===== src/hdl/rscl_defs.vh =====
// rscl_defs.vh: constants for the reset strap configuration latch
// assumes inclusion by bare name from the design file
`ifndef RSCL_DEFS_VH
`define RSCL_DEFS_VH
`define RSCL_READBACK_OFS 8'hEC
`define RSCL_BIT_INT_EN 26
`define RSCL_BIT_ROM_EN 25
`define RSCL_BIT_CHAN_BYP 24
`define RSCL_BIT_VGA_EN 23
`define RSCL_BIT_ROM_SIZE 22
`define RSCL_BIT_VIDCLK_BYP 21
`define RSCL_BIT_PORT_SRC 20
`define RSCL_BIT_TV_ABSENT 19
`define RSCL_BIT_TV_STD 18
`define RSCL_BIT_PORT_ABSENT 17
`define RSCL_BIT_PAD_PCI 16
`define RSCL_BIT_MCLK_BYP 15
`define RSCL_RESET_VALUE 27'h7FFFFFF
`define RSCL_BUS_AGP66 3'h7
`define RSCL_BUS_AGP133 3'h6
`define RSCL_BUS_PCI33 3'h5
`define RSCL_BUS_PCI66 3'h4
`define RSCL_VIDEO_MODULE_IF_MODE_A 2'h1
`define RSCL_VIDEO_MODULE_IF_MODE_B 2'h0
`define RSCL_EARLY_REVS 2'h2
`endif


===== src/hdl/rscl_strap_latch.v =====
// rscl_strap_latch.v: captures board strap levels at reset release and
// decodes them into the device's fixed operating options.
// assumes strap pins are stable around the rising edge of i_arst_n.
//
// Summary of operation
// (RULE1) capture straps at reset rise, read back
// (RULE2) interrupt strap low disables interrupt, line register
// (RULE3) rom select strap gates rom decode, bar
// (RULE4) serial strap low selects channel bypass mode
// (RULE5) addr15 strap low routes clock pin to system clock
// (RULE6) host bus field decodes agp or pci modes
// (RULE7) video module field selects off, mode a, b
// (RULE8) route bit picks feature connector output lines
// (RULE9) enable bit enables feature connector after reset
// (RULE10) vga strap enables vga, mirrors subclass bit 7
// (RULE11) rom size strap picks 64k or 32k decode
// (RULE12) strap low routes serial clock to video clock
// (RULE13) port source bit picks input data lines
// (RULE14) tv absent bit, mirrored in status two bit 0
// (RULE15) tv standard bit gives ntsc or pal
// (RULE16) port absent bit, mirrored in status one bit 0
// (RULE17) pad bit picks pci or agp pads
// (RULE18) early revisions swap rom size, clock bypass
// (RULE19) latched values hold until next reset, read only
`timescale 1ns/1ps
`include "rscl_defs.vh"
module rscl_strap_latch
#(
  parameter [1:0] SILICON_REV = 2'h2 // arbitrary revision index
)
(
  input wire i_clk_sys,
  input wire i_arst_n,
  input wire [26:0] i_strap_pins,
  input wire [7:0] i_cfg_addr,
  input wire i_cfg_rd,
  output reg [31:0] o_cfg_rdata,
  output reg o_int_allowed,
  output reg o_int_line_enable,
  output reg o_rom_decode_enable,
  output reg o_rom_bar_enable,
  output reg o_rom_size_64k,
  output reg o_rom_bar_bit15,
  output reg o_mem_channel_bypass,
  output reg o_mem_clock_test_bypass,
  output reg o_video_clock_test_bypass,
  output reg [2:0] o_host_bus_select,
  output reg o_bus_agp,
  output reg o_bus_agp_133,
  output reg o_bus_pci_66,
  output reg o_bus_reserved,
  output reg [1:0] o_video_module_if_mode,
  output reg o_vmi_enable,
  output reg o_video_module_if_mode_a,
  output reg o_feature_conn_route,
  output reg o_feature_conn_enable,
  output reg o_vga_enable,
  output reg o_subclass_bit7,
  output reg o_periph_port_data_source,
  output reg o_tv_encoder_absent,
  output reg o_tv_standard_select,
  output reg o_periph_port_absent,
  output reg o_periph_status_one,
  output reg o_periph_status_zero,
  output reg o_pad_pci
);

////////////////////////////////////////////////////////////////////////
// strap capture: pins sampled by two stages, latched after reset release and held until next reset
reg [26:0] sync1_q;
reg [26:0] sync2_q;
reg [26:0] strap_q;
reg cap_done_q;

// synchroniser keeps sampling during reset, so the capture sees the pins
always @(posedge i_clk_sys)
begin
  sync1_q <= i_strap_pins;
  sync2_q <= sync1_q;
end

// one-time capture after release, frozen until next reset
always @(posedge i_clk_sys or negedge i_arst_n)
begin
  if (!i_arst_n)
  begin
    strap_q <= `RSCL_RESET_VALUE;
    cap_done_q <= 1'b0;
  end
  else if (!cap_done_q)
  begin
    strap_q <= sync2_q; // [RULE1]
    cap_done_q <= 1'b1; // [RULE19]
  end
end

////////////////////////////////////////////////////////////////////////
// revision swap of rom size and memory clock bypass straps
wire early_rev;
wire eff_rom_size;
wire eff_mclk_byp;

assign early_rev = (SILICON_REV < `RSCL_EARLY_REVS);
assign eff_rom_size = early_rev ? strap_q[`RSCL_BIT_MCLK_BYP] :
  strap_q[`RSCL_BIT_ROM_SIZE]; // [RULE18]
assign eff_mclk_byp = early_rev ? strap_q[`RSCL_BIT_ROM_SIZE] :
  strap_q[`RSCL_BIT_MCLK_BYP]; // [RULE18]

////////////////////////////////////////////////////////////////////////
// interrupt request and line register gating
always @(posedge i_clk_sys or negedge i_arst_n)
begin
  if (!i_arst_n)
  begin
    o_int_allowed <= 1'b1;
    o_int_line_enable <= 1'b1;
  end
  else
  begin
    o_int_allowed <= strap_q[`RSCL_BIT_INT_EN]; // [RULE2]
    o_int_line_enable <= strap_q[`RSCL_BIT_INT_EN]; // [RULE2]
  end
end

// rom decode and rom base register gating
always @(posedge i_clk_sys or negedge i_arst_n)
begin
  if (!i_arst_n)
  begin
    o_rom_decode_enable <= 1'b1;
    o_rom_bar_enable <= 1'b1;
  end
  else
  begin
    o_rom_decode_enable <= strap_q[`RSCL_BIT_ROM_EN]; // [RULE3]
    o_rom_bar_enable <= strap_q[`RSCL_BIT_ROM_EN]; // [RULE3]
  end
end

// rom window size and its base register mirror
always @(posedge i_clk_sys or negedge i_arst_n)
begin
  if (!i_arst_n)
  begin
    o_rom_size_64k <= 1'b1;
    o_rom_bar_bit15 <= 1'b1;
  end
  else
  begin
    o_rom_size_64k <= eff_rom_size; // [RULE11]
    o_rom_bar_bit15 <= eff_rom_size; // [RULE11]
  end
end

// memory channel test bypass, active when the strap is low
always @(posedge i_clk_sys or negedge i_arst_n)
begin
  if (!i_arst_n)
  begin
    o_mem_channel_bypass <= 1'b0;
  end
  else
  begin
    o_mem_channel_bypass <= ~strap_q[`RSCL_BIT_CHAN_BYP]; // [RULE4]
  end
end

// memory clock pin bypass, active when the strap is low
always @(posedge i_clk_sys or negedge i_arst_n)
begin
  if (!i_arst_n)
  begin
    o_mem_clock_test_bypass <= 1'b0;
  end
  else
  begin
    o_mem_clock_test_bypass <= ~eff_mclk_byp; // [RULE5]
  end
end

// video clock pin bypass, active when the strap is low
always @(posedge i_clk_sys or negedge i_arst_n)
begin
  if (!i_arst_n)
  begin
    o_video_clock_test_bypass <= 1'b0;
  end
  else
  begin
    o_video_clock_test_bypass <= ~strap_q[`RSCL_BIT_VIDCLK_BYP]; // [RULE12]
  end
end

// host bus type and speed decode, low codes reserved
always @(posedge i_clk_sys or negedge i_arst_n)
begin
  if (!i_arst_n)
  begin
    o_host_bus_select <= 3'h7;
    o_bus_agp <= 1'b1;
    o_bus_agp_133 <= 1'b0;
    o_bus_pci_66 <= 1'b0;
    o_bus_reserved <= 1'b0;
  end
  else
  begin
    o_host_bus_select <= strap_q[6:4]; // [RULE6]
    o_bus_agp <= (strap_q[6:4] == `RSCL_BUS_AGP66) ||
      (strap_q[6:4] == `RSCL_BUS_AGP133); // [RULE6]
    o_bus_agp_133 <= (strap_q[6:4] == `RSCL_BUS_AGP133); // [RULE6]
    o_bus_pci_66 <= (strap_q[6:4] == `RSCL_BUS_PCI66); // [RULE6]
    o_bus_reserved <= ~strap_q[6]; // [RULE6]
  end
end

// video module interface: off, mode a or mode b
always @(posedge i_clk_sys or negedge i_arst_n)
begin
  if (!i_arst_n)
  begin
    o_video_module_if_mode <= 2'h3;
    o_vmi_enable <= 1'b0;
    o_video_module_if_mode_a <= 1'b0;
  end
  else
  begin
    o_video_module_if_mode <= strap_q[3:2]; // [RULE7]
    o_vmi_enable <= ~strap_q[3]; // [RULE7]
    o_video_module_if_mode_a <= (strap_q[3:2] == `RSCL_VIDEO_MODULE_IF_MODE_A); // [RULE7]
  end
end

// feature connector output line routing
always @(posedge i_clk_sys or negedge i_arst_n)
begin
  if (!i_arst_n)
  begin
    o_feature_conn_route <= 1'b1;
  end
  else
  begin
    o_feature_conn_route <= strap_q[1]; // [RULE8]
  end
end

// feature connector enable out of reset
always @(posedge i_clk_sys or negedge i_arst_n)
begin
  if (!i_arst_n)
  begin
    o_feature_conn_enable <= 1'b1;
  end
  else
  begin
    o_feature_conn_enable <= strap_q[0]; // [RULE9]
  end
end

// vga enable and subclass mirror
always @(posedge i_clk_sys or negedge i_arst_n)
begin
  if (!i_arst_n)
  begin
    o_vga_enable <= 1'b1;
    o_subclass_bit7 <= 1'b1;
  end
  else
  begin
    o_vga_enable <= strap_q[`RSCL_BIT_VGA_EN]; // [RULE10]
    o_subclass_bit7 <= strap_q[`RSCL_BIT_VGA_EN]; // [RULE10]
  end
end

// peripheral port input data source
always @(posedge i_clk_sys or negedge i_arst_n)
begin
  if (!i_arst_n)
  begin
    o_periph_port_data_source <= 1'b1;
  end
  else
  begin
    o_periph_port_data_source <= strap_q[`RSCL_BIT_PORT_SRC]; // [RULE13]
  end
end

// tv encoder absence and its status mirror
always @(posedge i_clk_sys or negedge i_arst_n)
begin
  if (!i_arst_n)
  begin
    o_tv_encoder_absent <= 1'b1;
    o_periph_status_one <= 1'b1;
  end
  else
  begin
    o_tv_encoder_absent <= strap_q[`RSCL_BIT_TV_ABSENT]; // [RULE14]
    o_periph_status_one <= strap_q[`RSCL_BIT_TV_ABSENT]; // [RULE14]
  end
end

// tv standard of the attached encoder
always @(posedge i_clk_sys or negedge i_arst_n)
begin
  if (!i_arst_n)
  begin
    o_tv_standard_select <= 1'b1;
  end
  else
  begin
    o_tv_standard_select <= strap_q[`RSCL_BIT_TV_STD]; // [RULE15]
  end
end

// peripheral port absence and its status mirror
always @(posedge i_clk_sys or negedge i_arst_n)
begin
  if (!i_arst_n)
  begin
    o_periph_port_absent <= 1'b1;
    o_periph_status_zero <= 1'b1;
  end
  else
  begin
    o_periph_port_absent <= strap_q[`RSCL_BIT_PORT_ABSENT]; // [RULE16]
    o_periph_status_zero <= strap_q[`RSCL_BIT_PORT_ABSENT]; // [RULE16]
  end
end

// host pad characteristics
always @(posedge i_clk_sys or negedge i_arst_n)
begin
  if (!i_arst_n)
  begin
    o_pad_pci <= 1'b1;
  end
  else
  begin
    o_pad_pci <= strap_q[`RSCL_BIT_PAD_PCI]; // [RULE17]
  end
end

////////////////////////////////////////////////////////////////////////
// configuration readback, read only, other offsets read zero
always @(posedge i_clk_sys or negedge i_arst_n)
begin
  if (!i_arst_n)
    o_cfg_rdata <= 32'h00000000;
  else if (i_cfg_rd && (i_cfg_addr == `RSCL_READBACK_OFS))
    o_cfg_rdata <= {5'h00, strap_q}; // [RULE1] [RULE19]
  else if (i_cfg_rd)
    o_cfg_rdata <= 32'h00000000;
end

endmodule // rscl_strap_latch


===== config.mk =====
export PLATFORM = sky130hd
export DESIGN_NAME = rscl_strap_latch
export DESIGN_NICKNAME = d
export VERILOG_FILES = /design/src/hdl/rscl_strap_latch.v
export VERILOG_INCLUDE_DIRS = /design/src /design/src/hdl
export SDC_FILE = /design/constraint.sdc
export NUM_CORES = 1
export LEC_CHECK = 0
export BUFFER_PORTS_ARGS = -buffer_cell sky130_fd_sc_hd__buf_2
export CAP_MARGIN = 30
export CORE_MARGIN = 1
export CORE_UTILIZATION = 30
export DETAILED_ROUTE_END_ITERATION = 6
export GPL_ROUTABILITY_DRIVEN = 0
export SYNTH_ARGS = -nofsm -noshare
export SYNTH_HDL_FRONTEND = slang
export SYNTH_SLANG_ARGS = --single-unit

===== constraint.sdc =====
create_clock -name i_clk_sys -period 1.1 [get_ports i_clk_sys]
set_input_delay 0.11 -clock i_clk_sys [delete_from_list [all_inputs] [get_ports i_clk_sys]]
set_output_delay 0.11 -clock i_clk_sys [all_outputs]
set_load 0.05 [all_outputs]

==> flow_summary.json, run 1 <==
{
  "irDropWorstVdd_uv": 1090,
  "via_per_inst": 4.10,
  "violations": "setup timing",
  "max_clock_freq_mhz": 814,
  "grt_pass1_wl_mm": 12.9,
  "drt-met1-wl_mm": 3.53,
  "min_period_ns": 1.23,
  "final_cell_mix": "dfxtp_1 (54), dfstp_2 (44), buf_6 (42)",
  "crit_fanout": 2,
  "core_mm2": 0.0140,
  "cts_root_buf": "clkbuf_16",
  "grt_overflow": 0,
  "finish.instance_area_mm2": 0.00636,
  "post-route-period-util_pct": 112,
  "drive_gt1_share_pct": 55.1,
  "drt_iter0_markers": 102,
  "cp_num_buf_inv": 1,
  "path_cells": "buf_8",
  "rsz0062_at_grt": "yes",
  "top_layer_used": "met4",
  "post-route-drc-count": 0,
  "setup_viol": 23,
  "synth_warnings": 0,
  "via_count": 2511,
  "grt_pass1_vias": 2591,
  "ios": 101,
  "syn_avg_cell_area_um2": 15.5,
  "initial_core_util_pct": 31.0,
  "finalHoldViolations": 0,
  "fin_nets": 457,
  "outcome": "finished with violations",
  "netlist_area_mm2": 0.00434,
  "path_delay_family": "flip-flops",
  "p_leak_nw": 2.74,
  "fp-row-count": 43,
  "seq_area_frac_synth_pct": 72.4,
  "drv_slew": 0,
  "die_x_um": 122,
  "max_cap_viol_count": 0,
  "ant_nets": 0,
  "cts_tree": "built",
  "power_density_mw_per_mm2": 1930,
  "clock_latency_ns": 0.41,
  "cts_buffers": 17,
  "cts_num_sinks": 134,
  "synth.distinct_cells": 20,
  "crit_arrival_ns": 1.12,
  "hold_class": "in -> async",
  "die_h_um": 122,
  "clockBufferDepth": 2,
  "start_kind": "flop",
  "grt_max_degree": 78,
  "area_growth_pct": 46.7,
  "first_pass_iters": 4,
  "power_w": 0.0123,
  "end_kind": "primary output",
  "place_area_mm2": 0.00498,
  "cp_slowest_cell": "dfstp_2",
  "path_clk_slew_ns": 0.06,
  "final_common_cell": "dfxtp_1",
  "synth_cells": 280,
  "h-tree-depth": 4,
  "pre_cts_ws_ns": 0.00703,
  "finalClockSkew_ns": 0.00506,
  "post_drt_wl_per_cell_um": 13.3,
  "synth_seq_cells": 134,
  "critPathKind": "reg -> out",
  "dr_wl_met3_um": 423,
  "setup_ws_ns": -0.129,
  "critPathRequiredTime_ns": 0.99,
  "antenna_found_initial": 1,
  "design.die.area_mm2": 0.0149,
  "grt_usage_pct": 11.9,
  "drt_wl_total_mm": 8.18,
  "dp_hpwl_mm": 4.79,
  "met2WireLength_mm": 4.11,
  "portBuffers": 95,
  "max_stage_delay_ns": 0.56
}
==> metrics by stage <==
step                cells  utilization, %  TNS, ns  hold slack (ns)
finish                613            45.5    -2.61           0.0465
detailed placement    540            35.6        0          -0.0870
floorplan             284               -        0           -0.186
global placement      540            35.6        0          -0.0890
CTS                   605            44.7    -3.31           0.0243
global route          613            45.5    -3.92           0.0267
==> registers in the layout (all words and copies together) (netlist names), 2 cells and up <==
| name | flops |
|---|---|
| o_host_bus_select | 3 |
| sync1_q | 27 |
| sync2_q | 27 |
| o_cfg_rdata | 27 |
| o_video_module_if_mode | 2 |
| strap_q | 27 |
==> metal layers <==
| layer | vias to the layer above | global-route usage, % |
|---|---|---|
| li1 | 1185 | - |
| met1 | 1241 | 13.4 |
| met2 | 77 | 19.2 |
| met3 | 8 | 4.83 |
| met4 | 0 | 6.17 |
| met5 | - | 0 |
==> worst paths after layout <==
| kind | start | to | slack, ns | depth (start not counted) |
|---|---|---|---|---|
| min in group i_clk_sys | i_cfg_rd | o_cfg_rdata[16] | 0.17 | 3 |
| setup reg to reg | cap_done_q | strap_q[23] | 0.07 | 2 |
| hold / removal | i_arst_n | o_vmi_enable | 0.05 | 2 |
| hold reg to reg | sync1_q[4] | sync2_q[4] | 0.32 | 0 |
| max in group asynchronous | i_arst_n | strap_q[7] | 0.43 | 3 |
| setup / recovery | o_rom_bar_bit15 | o_rom_bar_bit15 | -0.13 | 1 |
==> synth_stat cells <==
library cell / n / area (um2)
mux2_2: 27 / 304
nand4b_4: 1 / 23.8
buf_4: 14 / 105
buf_12: 2 / 40.0
buf_6: 1 / 11.3
dfstp_2: 44 / 1160
dfrtp_1: 36 / 901
dfxtp_1: 54 / 1080
nand2_1: 27 / 101
o32ai_1: 7 / 61.3
nor3_1: 1 / 5.00
o32ai_2: 18 / 293
o32ai_4: 2 / 55.1
buf_2: 8 / 40.0
nor3b_1: 1 / 7.51
conb_1: 2 / 7.51
inv_1: 32 / 120
and2_1: 1 / 6.26
nor2b_1: 1 / 6.26
nand4bb_1: 1 / 11.3
==> worst reg2reg max path, stage by stage (launching register included) <==
cell and delay, ns:
dfrtp_1 0.37, buf_12 0.22, mux2_2 0.37
==> cell families (layout without fill, tap and decap cells) <==
group	Yosys count	in the layout	share of synthesized area, %
other cells	2	7	0.173
flops	134	134	72.4
mux	27	27	7.01
simple gates	33	33	3.72
buf+inv	57	205	7.30
compound gates	27	27	9.43
==> area by class of cell <==
class / count / area [um2]
diodes: 1 / 2.50
clock buffers: 21 / 492
clock inverters: 11 / 96.3
fillers: 1263 / 7630
inverters: 32 / 120
multi-input cells: 93 / 902
flip-flops and latches: 134 / 3140
well taps: 180 / 225
repair buffers: 141 / 1380
==> what timing repair did <==
| action | in CTS | in global routing |
|---|---|---|
| resized for setup | 117 | 13 |
| setup buffers | 5 | 7 |
| hold endpoints to repair | 64 | 0 |
| setup endpoints to repair | 58 | 55 |
| hold buffers | 28 | 0 |
==> where the power goes <==
part           switching (W)  total [W]  internal (W)
logic               0.000743    0.00128      0.000538
registers           0.000174    0.00550       0.00533
clock network        0.00208    0.00549       0.00341
total                0.00299     0.0123       0.00928
No activity file was read; power rests on OpenSTA's default activity.
==> run 2, diff against run 1 <==
--- a/config.mk
+++ b/config.mk
@@ -6,12 +6,14 @@
 export SDC_FILE = /design/constraint.sdc
 export NUM_CORES = 1
 export LEC_CHECK = 0
+export ABC_AREA = 1
 export BUFFER_PORTS_ARGS = -buffer_cell sky130_fd_sc_hd__buf_2
 export CAP_MARGIN = 30
 export CORE_MARGIN = 1
 export CORE_UTILIZATION = 30
 export DETAILED_ROUTE_END_ITERATION = 6
 export GPL_ROUTABILITY_DRIVEN = 0
+export SETUP_SLACK_MARGIN = 0.4
 export SYNTH_ARGS = -nofsm -noshare
 export SYNTH_HDL_FRONTEND = slang
 export SYNTH_SLANG_ARGS = --single-unit
==> flow_summary.json, run 2 <==
{
  "outcome": "finished with violations",
  "violations": "setup timing",
  "drv_slew": 0,
  "ys.flop_type": "dfxtp_1",
  "synth.most_common_cell": "nand2_1",
  "setup_viol": 35,
  "min_to": "o_cfg_rdata[5]",
  "cts_num_sinks": 134,
  "crit_arrival_ns": 1.11,
  "post_drt_wl_per_cell_um": 12.9,
  "cts_buffers": 17,
  "start_kind": "flop",
  "synth_warnings": 0,
  "irDropWorstVdd_uv": 1090,
  "synth-edff-count": 0,
  "grt_overflow": 0,
  "grt_max_degree": 81,
  "worst_r2r_path_depth": 3,
  "rsz0062_at_grt": "yes",
  "setup_ws_ns": -0.120,
  "dp_hpwl_mm": 4.60,
  "synth_top_area_share_pct": 27.8,
  "crit_fanout": 2,
  "path_clk_slew_ns": 0.05,
  "critPathRequiredTime_ns": 0.99,
  "initial_core_util_pct": 31.0,
  "grt_pass1_vias": 2541,
  "synth_top_area_cell": "dfstp_2",
  "async_flop_share_pct": 59.7,
  "ios": 101,
  "synth_cells": 292,
  "end_kind": "primary output",
  "netlist_area_mm2": 0.00416,
  "drt_iter0_markers": 99,
  "grt_usage_pct": 12.1,
  "synth.distinct_cells": 18,
  "first_pass_iters": 4,
  "cts_root_buf": "clkbuf_16",
  "cp_num_buf_inv": 1,
  "min_period_ns": 1.22,
  "core_mm2": 0.0134,
  "via_per_inst": 4.04,
  "hold_class": "in -> reg",
  "antenna_found_initial": 1,
  "die_h_um": 120,
  "pre_cts_ws_ns": 0.0686,
  "drive_gt1_share_pct": 57.5,
  "path_delay_family": "flip-flops",
  "p_leak_nw": 2.95,
  "clock_latency_ns": 0.40,
  "path_cells": "buf_8",
  "final_common_cell": "nand2_1",
  "portBuffers": 95,
  "max_stage_delay_ns": 0.56,
  "regToRegStartpoint": "cap_done_q",
  "critPathKind": "reg -> out",
  "ant_nets": 0,
  "rrSetupSlack_ns": -0.02,
  "fp-row-count": 42,
  "r2r_end": "strap_q[16]",
  "cp_slowest_cell": "dfstp_2",
  "via_count": 2531,
  "holdPathStages": 5,
  "cp.depth": 1,
  "h-tree-depth": 4,
  "place_area_mm2": 0.00483,
  "die_x_um": 120,
  "whs_ns": 0.165,
  "grt_pass1_wl_mm": 12.8,
  "worstHoldStart": "i_cfg_addr[0]",
  "synth_seq_cells": 134,
  "post-route-drc-count": 0,
  "max_cap_viol_count": 0,
  "finish.instance_area_mm2": 0.00639,
  "power_w": 0.0119,
  "max_clock_freq_mhz": 820,
  "power_density_mw_per_mm2": 1860,
  "seq_area_frac_synth_pct": 75.5,
  "fin_nets": 474,
  "area_growth_pct": 53.8,
  "design.die.area_mm2": 0.0143,
  "finalHoldViolations": 0,
  "post-route-period-util_pct": 111,
  "final_cell_mix": "nand2_1 (57), dfxtp_1 (54), buf_6 (52)",
  "cts_tree": "built",
  "finalClockSkew_ns": 0.00693,
  "yosys-top-cells-count": "nand2_1 (58), dfxtp_1 (54), dfstp_2 (44), dfrtp_1 (36), nand4_1 (27)",
  "fillCellCount": 1186,
  "synth_area_leaders": "dfstp_2 (28%), dfxtp_1 (26%), dfrtp_1 (22%)",
  "drt_wl_total_mm": 8.08,
  "clockBufferDepth": 2,
  "syn_avg_cell_area_um2": 14.2
}
[run 2: logic make-up after synthesis]
kind of cell	after synthesis	share of synthesized area [%]
flip-flops	134	75.5
AND/OR/NAND/NOR	97	11.2
buffers and inverters	32	5.12
multiplexers	21	7.31
AO/OA/AOI/OAI	6	0.722
other	2	0.181
[run 2: worst max-delay path by stage]
stage | startpoint | end | slack [ns]
finish | o_int_line_enable | o_int_allowed | -0.12
global route | o_rom_bar_bit15 | o_rom_bar_bit15 | -0.15
CTS | o_periph_status_zero | o_periph_port_absent | -0.15
detailed placement | cap_done_q | strap_q[0] | 0.07
global placement | cap_done_q | strap_q[0] | 0.08
floorplan | cap_done_q | strap_q[10] | 0.11
[run 2: repair_timing]
action                                  4_1_cts  5_1_grt
gates resized for setup                     160       13
endpoints found under the setup margin      118      164
hold endpoints to repair                     63        0
gates cloned                                  3        1
pin swaps                                    33        5
buffers inserted                              5        6
hold buffers                                 28        0
[run 2: layout make-up]
| cell class | count | area (um2) | area share (%) |
|---|---|---|---|
| flip-flops and latches | 134 | 3170 | 49.6 |
| repair buffers | 144 | 1520 | 23.8 |
| multi-input cells | 130 | 917 | 14.3 |
| clock buffers | 27 | 473 | 7.40 |
| well taps | 176 | 220 | 3.44 |
| clock inverters | 5 | 50.0 | 0.783 |
| inverters | 9 | 33.8 | 0.528 |
| diodes | 1 | 2.50 | 0.0391 |
[run 2: where the power goes]
group / total, W / internal [W] / switching (W) / leakage (nW)
Clock: 0.00498 / 0.00315 / 0.00183 / 0.257
Sequential: 0.00551 / 0.00533 / 0.000181 / 1.36
Combinational: 0.00139 / 0.000627 / 0.000759 / 1.33
[run 2: per-stage QoR]
stage | cells | utilization (%) | setup TNS, ns
floorplan | 296 | - | 0
global placement | 550 | 36.1 | 0
detailed placement | 550 | 36.1 | 0
CTS | 618 | 46.8 | -3.73
global route | 626 | 47.7 | -3.93
finish | 626 | 47.7 | -2.41
[run 2: per-layer routing]
layer  vias to the layer above  track usage, %  share of wire [%]
met5                         -               0                  0
met1                      1202            13.8                 43
met2                        77            19.6                 50
met3                        14            4.71                4.9
li1                       1238               -                  -
met4                         0            6.41                2.0
==> run 3, diff against run 2 <==
--- a/config.mk
+++ b/config.mk
@@ -13,6 +13,7 @@
 export CORE_UTILIZATION = 30
 export DETAILED_ROUTE_END_ITERATION = 6
 export GPL_ROUTABILITY_DRIVEN = 0
+export RECOVER_POWER = 100
 export SETUP_SLACK_MARGIN = 0.4
 export SYNTH_ARGS = -nofsm -noshare
 export SYNTH_HDL_FRONTEND = slang
==> flow_summary.json, run 3 (synthesis gave the netlist of run 2 again) <==
{
  "outcome": "finished with violations",
  "violations": "setup timing",
  "internal_power_w": 0.00905,
  "critPathKind": "reg -> out",
  "post-route-drc-count": 0,
  "cts_tree": "built",
  "hold_class": "in -> reg",
  "design.die.area_mm2": 0.0143,
  "path_delay_family": "flip-flops",
  "die_h_um": 120,
  "drt-met1-wl_mm": 3.55,
  "relSlewSlack_pct": 62.6,
  "p_sw_share_pct": 23.4,
  "clockBufferDepth": 2,
  "portBuffers": 95,
  "top_layer_used": "met4",
  "first_pass_iters": 4,
  "grt_usage_pct": 12.1,
  "p_sw_w": 0.00276,
  "rsz0062_at_grt": "yes",
  "utilization_pct": 47.3,
  "grt_pass1_wl_mm": 12.8,
  "pwr-share-seq_pct": 46.3,
  "cts_num_sinks": 134,
  "setup_viol": 46,
  "min_period_ns": 1.22,
  "power_density_mw_per_mm2": 1860,
  "fp-row-count": 42,
  "h-tree-depth": 4,
  "max_clock_freq_mhz": 821,
  "post-route-period-util_pct": 111,
  "met2WireLength_mm": 4.01,
  "antenna_found_initial": 1,
  "crit_fanout": 2,
  "path_cells": "buf_8",
  "die_x_um": 120,
  "finalHoldViolations": 0,
  "finalClockSkew_ns": 0.0103,
  "final_common_cell": "nand2_1",
  "fin_nets": 474,
  "power_w": 0.0118,
  "worst_pin_slew_ns": 0.561,
  "max_stage_delay_ns": 0.56,
  "drt_iter0_markers": 98,
  "grt_overflow": 0,
  "start_kind": "flop",
  "clock_latency_ns": 0.41,
  "p_leak_nw": 2.91,
  "drv_slew": 0,
  "drive_gt1_share_pct": 50.3,
  "core_mm2": 0.0134,
  "crit_arrival_ns": 1.11,
  "cts_root_buf": "clkbuf_16",
  "max_cap_viol_count": 0,
  "p_comb_share_pct": 11.5,
  "dp_hpwl_mm": 4.60,
  "ant_nets": 0,
  "cts_buffers": 17,
  "pre_cts_ws_ns": 0.0686,
  "ios": 101,
  "final_cell_mix": "nand2_1 (58), dfxtp_1 (54), buf_6 (51)",
  "area_growth_pct": 52.5,
  "path_clk_slew_ns": 0.05,
  "drt_wl_total_mm": 8.08,
  "grt_pass1_vias": 2541,
  "post_drt_wl_per_cell_um": 12.9,
  "via_count": 2517,
  "pwr-share-clk_pct": 42.1,
  "grt_max_degree": 81,
  "end_kind": "primary output",
  "dr_wl_met3_um": 363,
  "via_per_inst": 4.02,
  "irDropWorstVdd_uv": 1070,
  "initial_core_util_pct": 31.0,
  "cp_slowest_cell": "dfstp_2",
  "cp_num_buf_inv": 1,
  "setup_ws_ns": -0.118,
  "critPathRequiredTime_ns": 0.99
}
[run 3: changes by cell type in the layout (fill, tap and decap cells not counted), sizes merged]
cell / previous run / this run
clkbuf: 29 / 33
buf: 114 / 110
[run 3: cell type report]
cell class / instances / area [um2]
multi-input cells: 130 / 910
clock inverters: 5 / 50.0
clock buffers: 27 / 473
flip-flops and latches: 134 / 3170
repair buffers: 144 / 1480
diodes: 1 / 2.50
inverters: 9 / 33.8
fillers: 1196 / 7060
well taps: 176 / 220
[run 3: stage by stage]
| step | cells | setup TNS [ns] | hold WS (ns) | area, um2 |
|---|---|---|---|---|
| 2_1_floorplan | 296 | 0 | -0.186 | 4250 |
| 3_3_place_gp | 550 | 0 | 0.154 | 4830 |
| 3_5_place_dp | 550 | 0 | 0.165 | 4830 |
| 4_1_cts | 618 | -3.73 | 0.144 | 6270 |
| 5_1_grt | 626 | -5.34 | 0.172 | 6340 |
| 6_report | 626 | -3.16 | 0.165 | 6340 |
[run 3: worst register-to-register path: stages (launching register included)]
cell and delay [ns]:
dfrtp_1 0.50, buf_12 0.15, buf_16 0.13, mux2_4 0.30
[run 3: timing repair]
action | CTS | global route
gates resized for setup | 160 | 13
endpoints found under the hold margin | 63 | 0
setup endpoints to repair | 118 | 164
gates cloned | 3 | 1
hold buffers | 28 | 0
setup buffers | 5 | 6
pin swaps | 33 | 5
[run 3: per-layer routing]
layer | global-route usage [%] | vias to the layer above
met5 | 0 | -
met1 | 13.8 | 1199
li1 | - | 1235
met2 | 19.6 | 70
met3 | 4.71 | 13
met4 | 6.41 | 0
[run 3: path summary, 6_finish.rpt]
check	from	to	slack, ns	depth (start not counted)
min reg2reg	sync1_q[24]	sync2_q[24]	0.32	0
max in group asynchronous	i_arst_n	o_cfg_rdata[20]	0.21	3
max	o_int_line_enable	o_int_allowed	-0.12	1
max reg2reg	cap_done_q	strap_q[17]	-0.06	3
min in group asynchronous	i_arst_n	cap_done_q	0.48	3
min	i_cfg_addr[0]	o_cfg_rdata[5]	0.16	5
[run 3: power by group through the flow]
stage / clock network (W) / registers [W] / logic, W
floorplan: 0 / 0.00585 / 0.000447
global placement: 0 / 0.00553 / 0.000985
detailed placement: 0 / 0.00554 / 0.000997
CTS: 0.00511 / 0.00551 / 0.00134
global route: 0.00530 / 0.00550 / 0.00143
finish: 0.00498 / 0.00547 / 0.00136
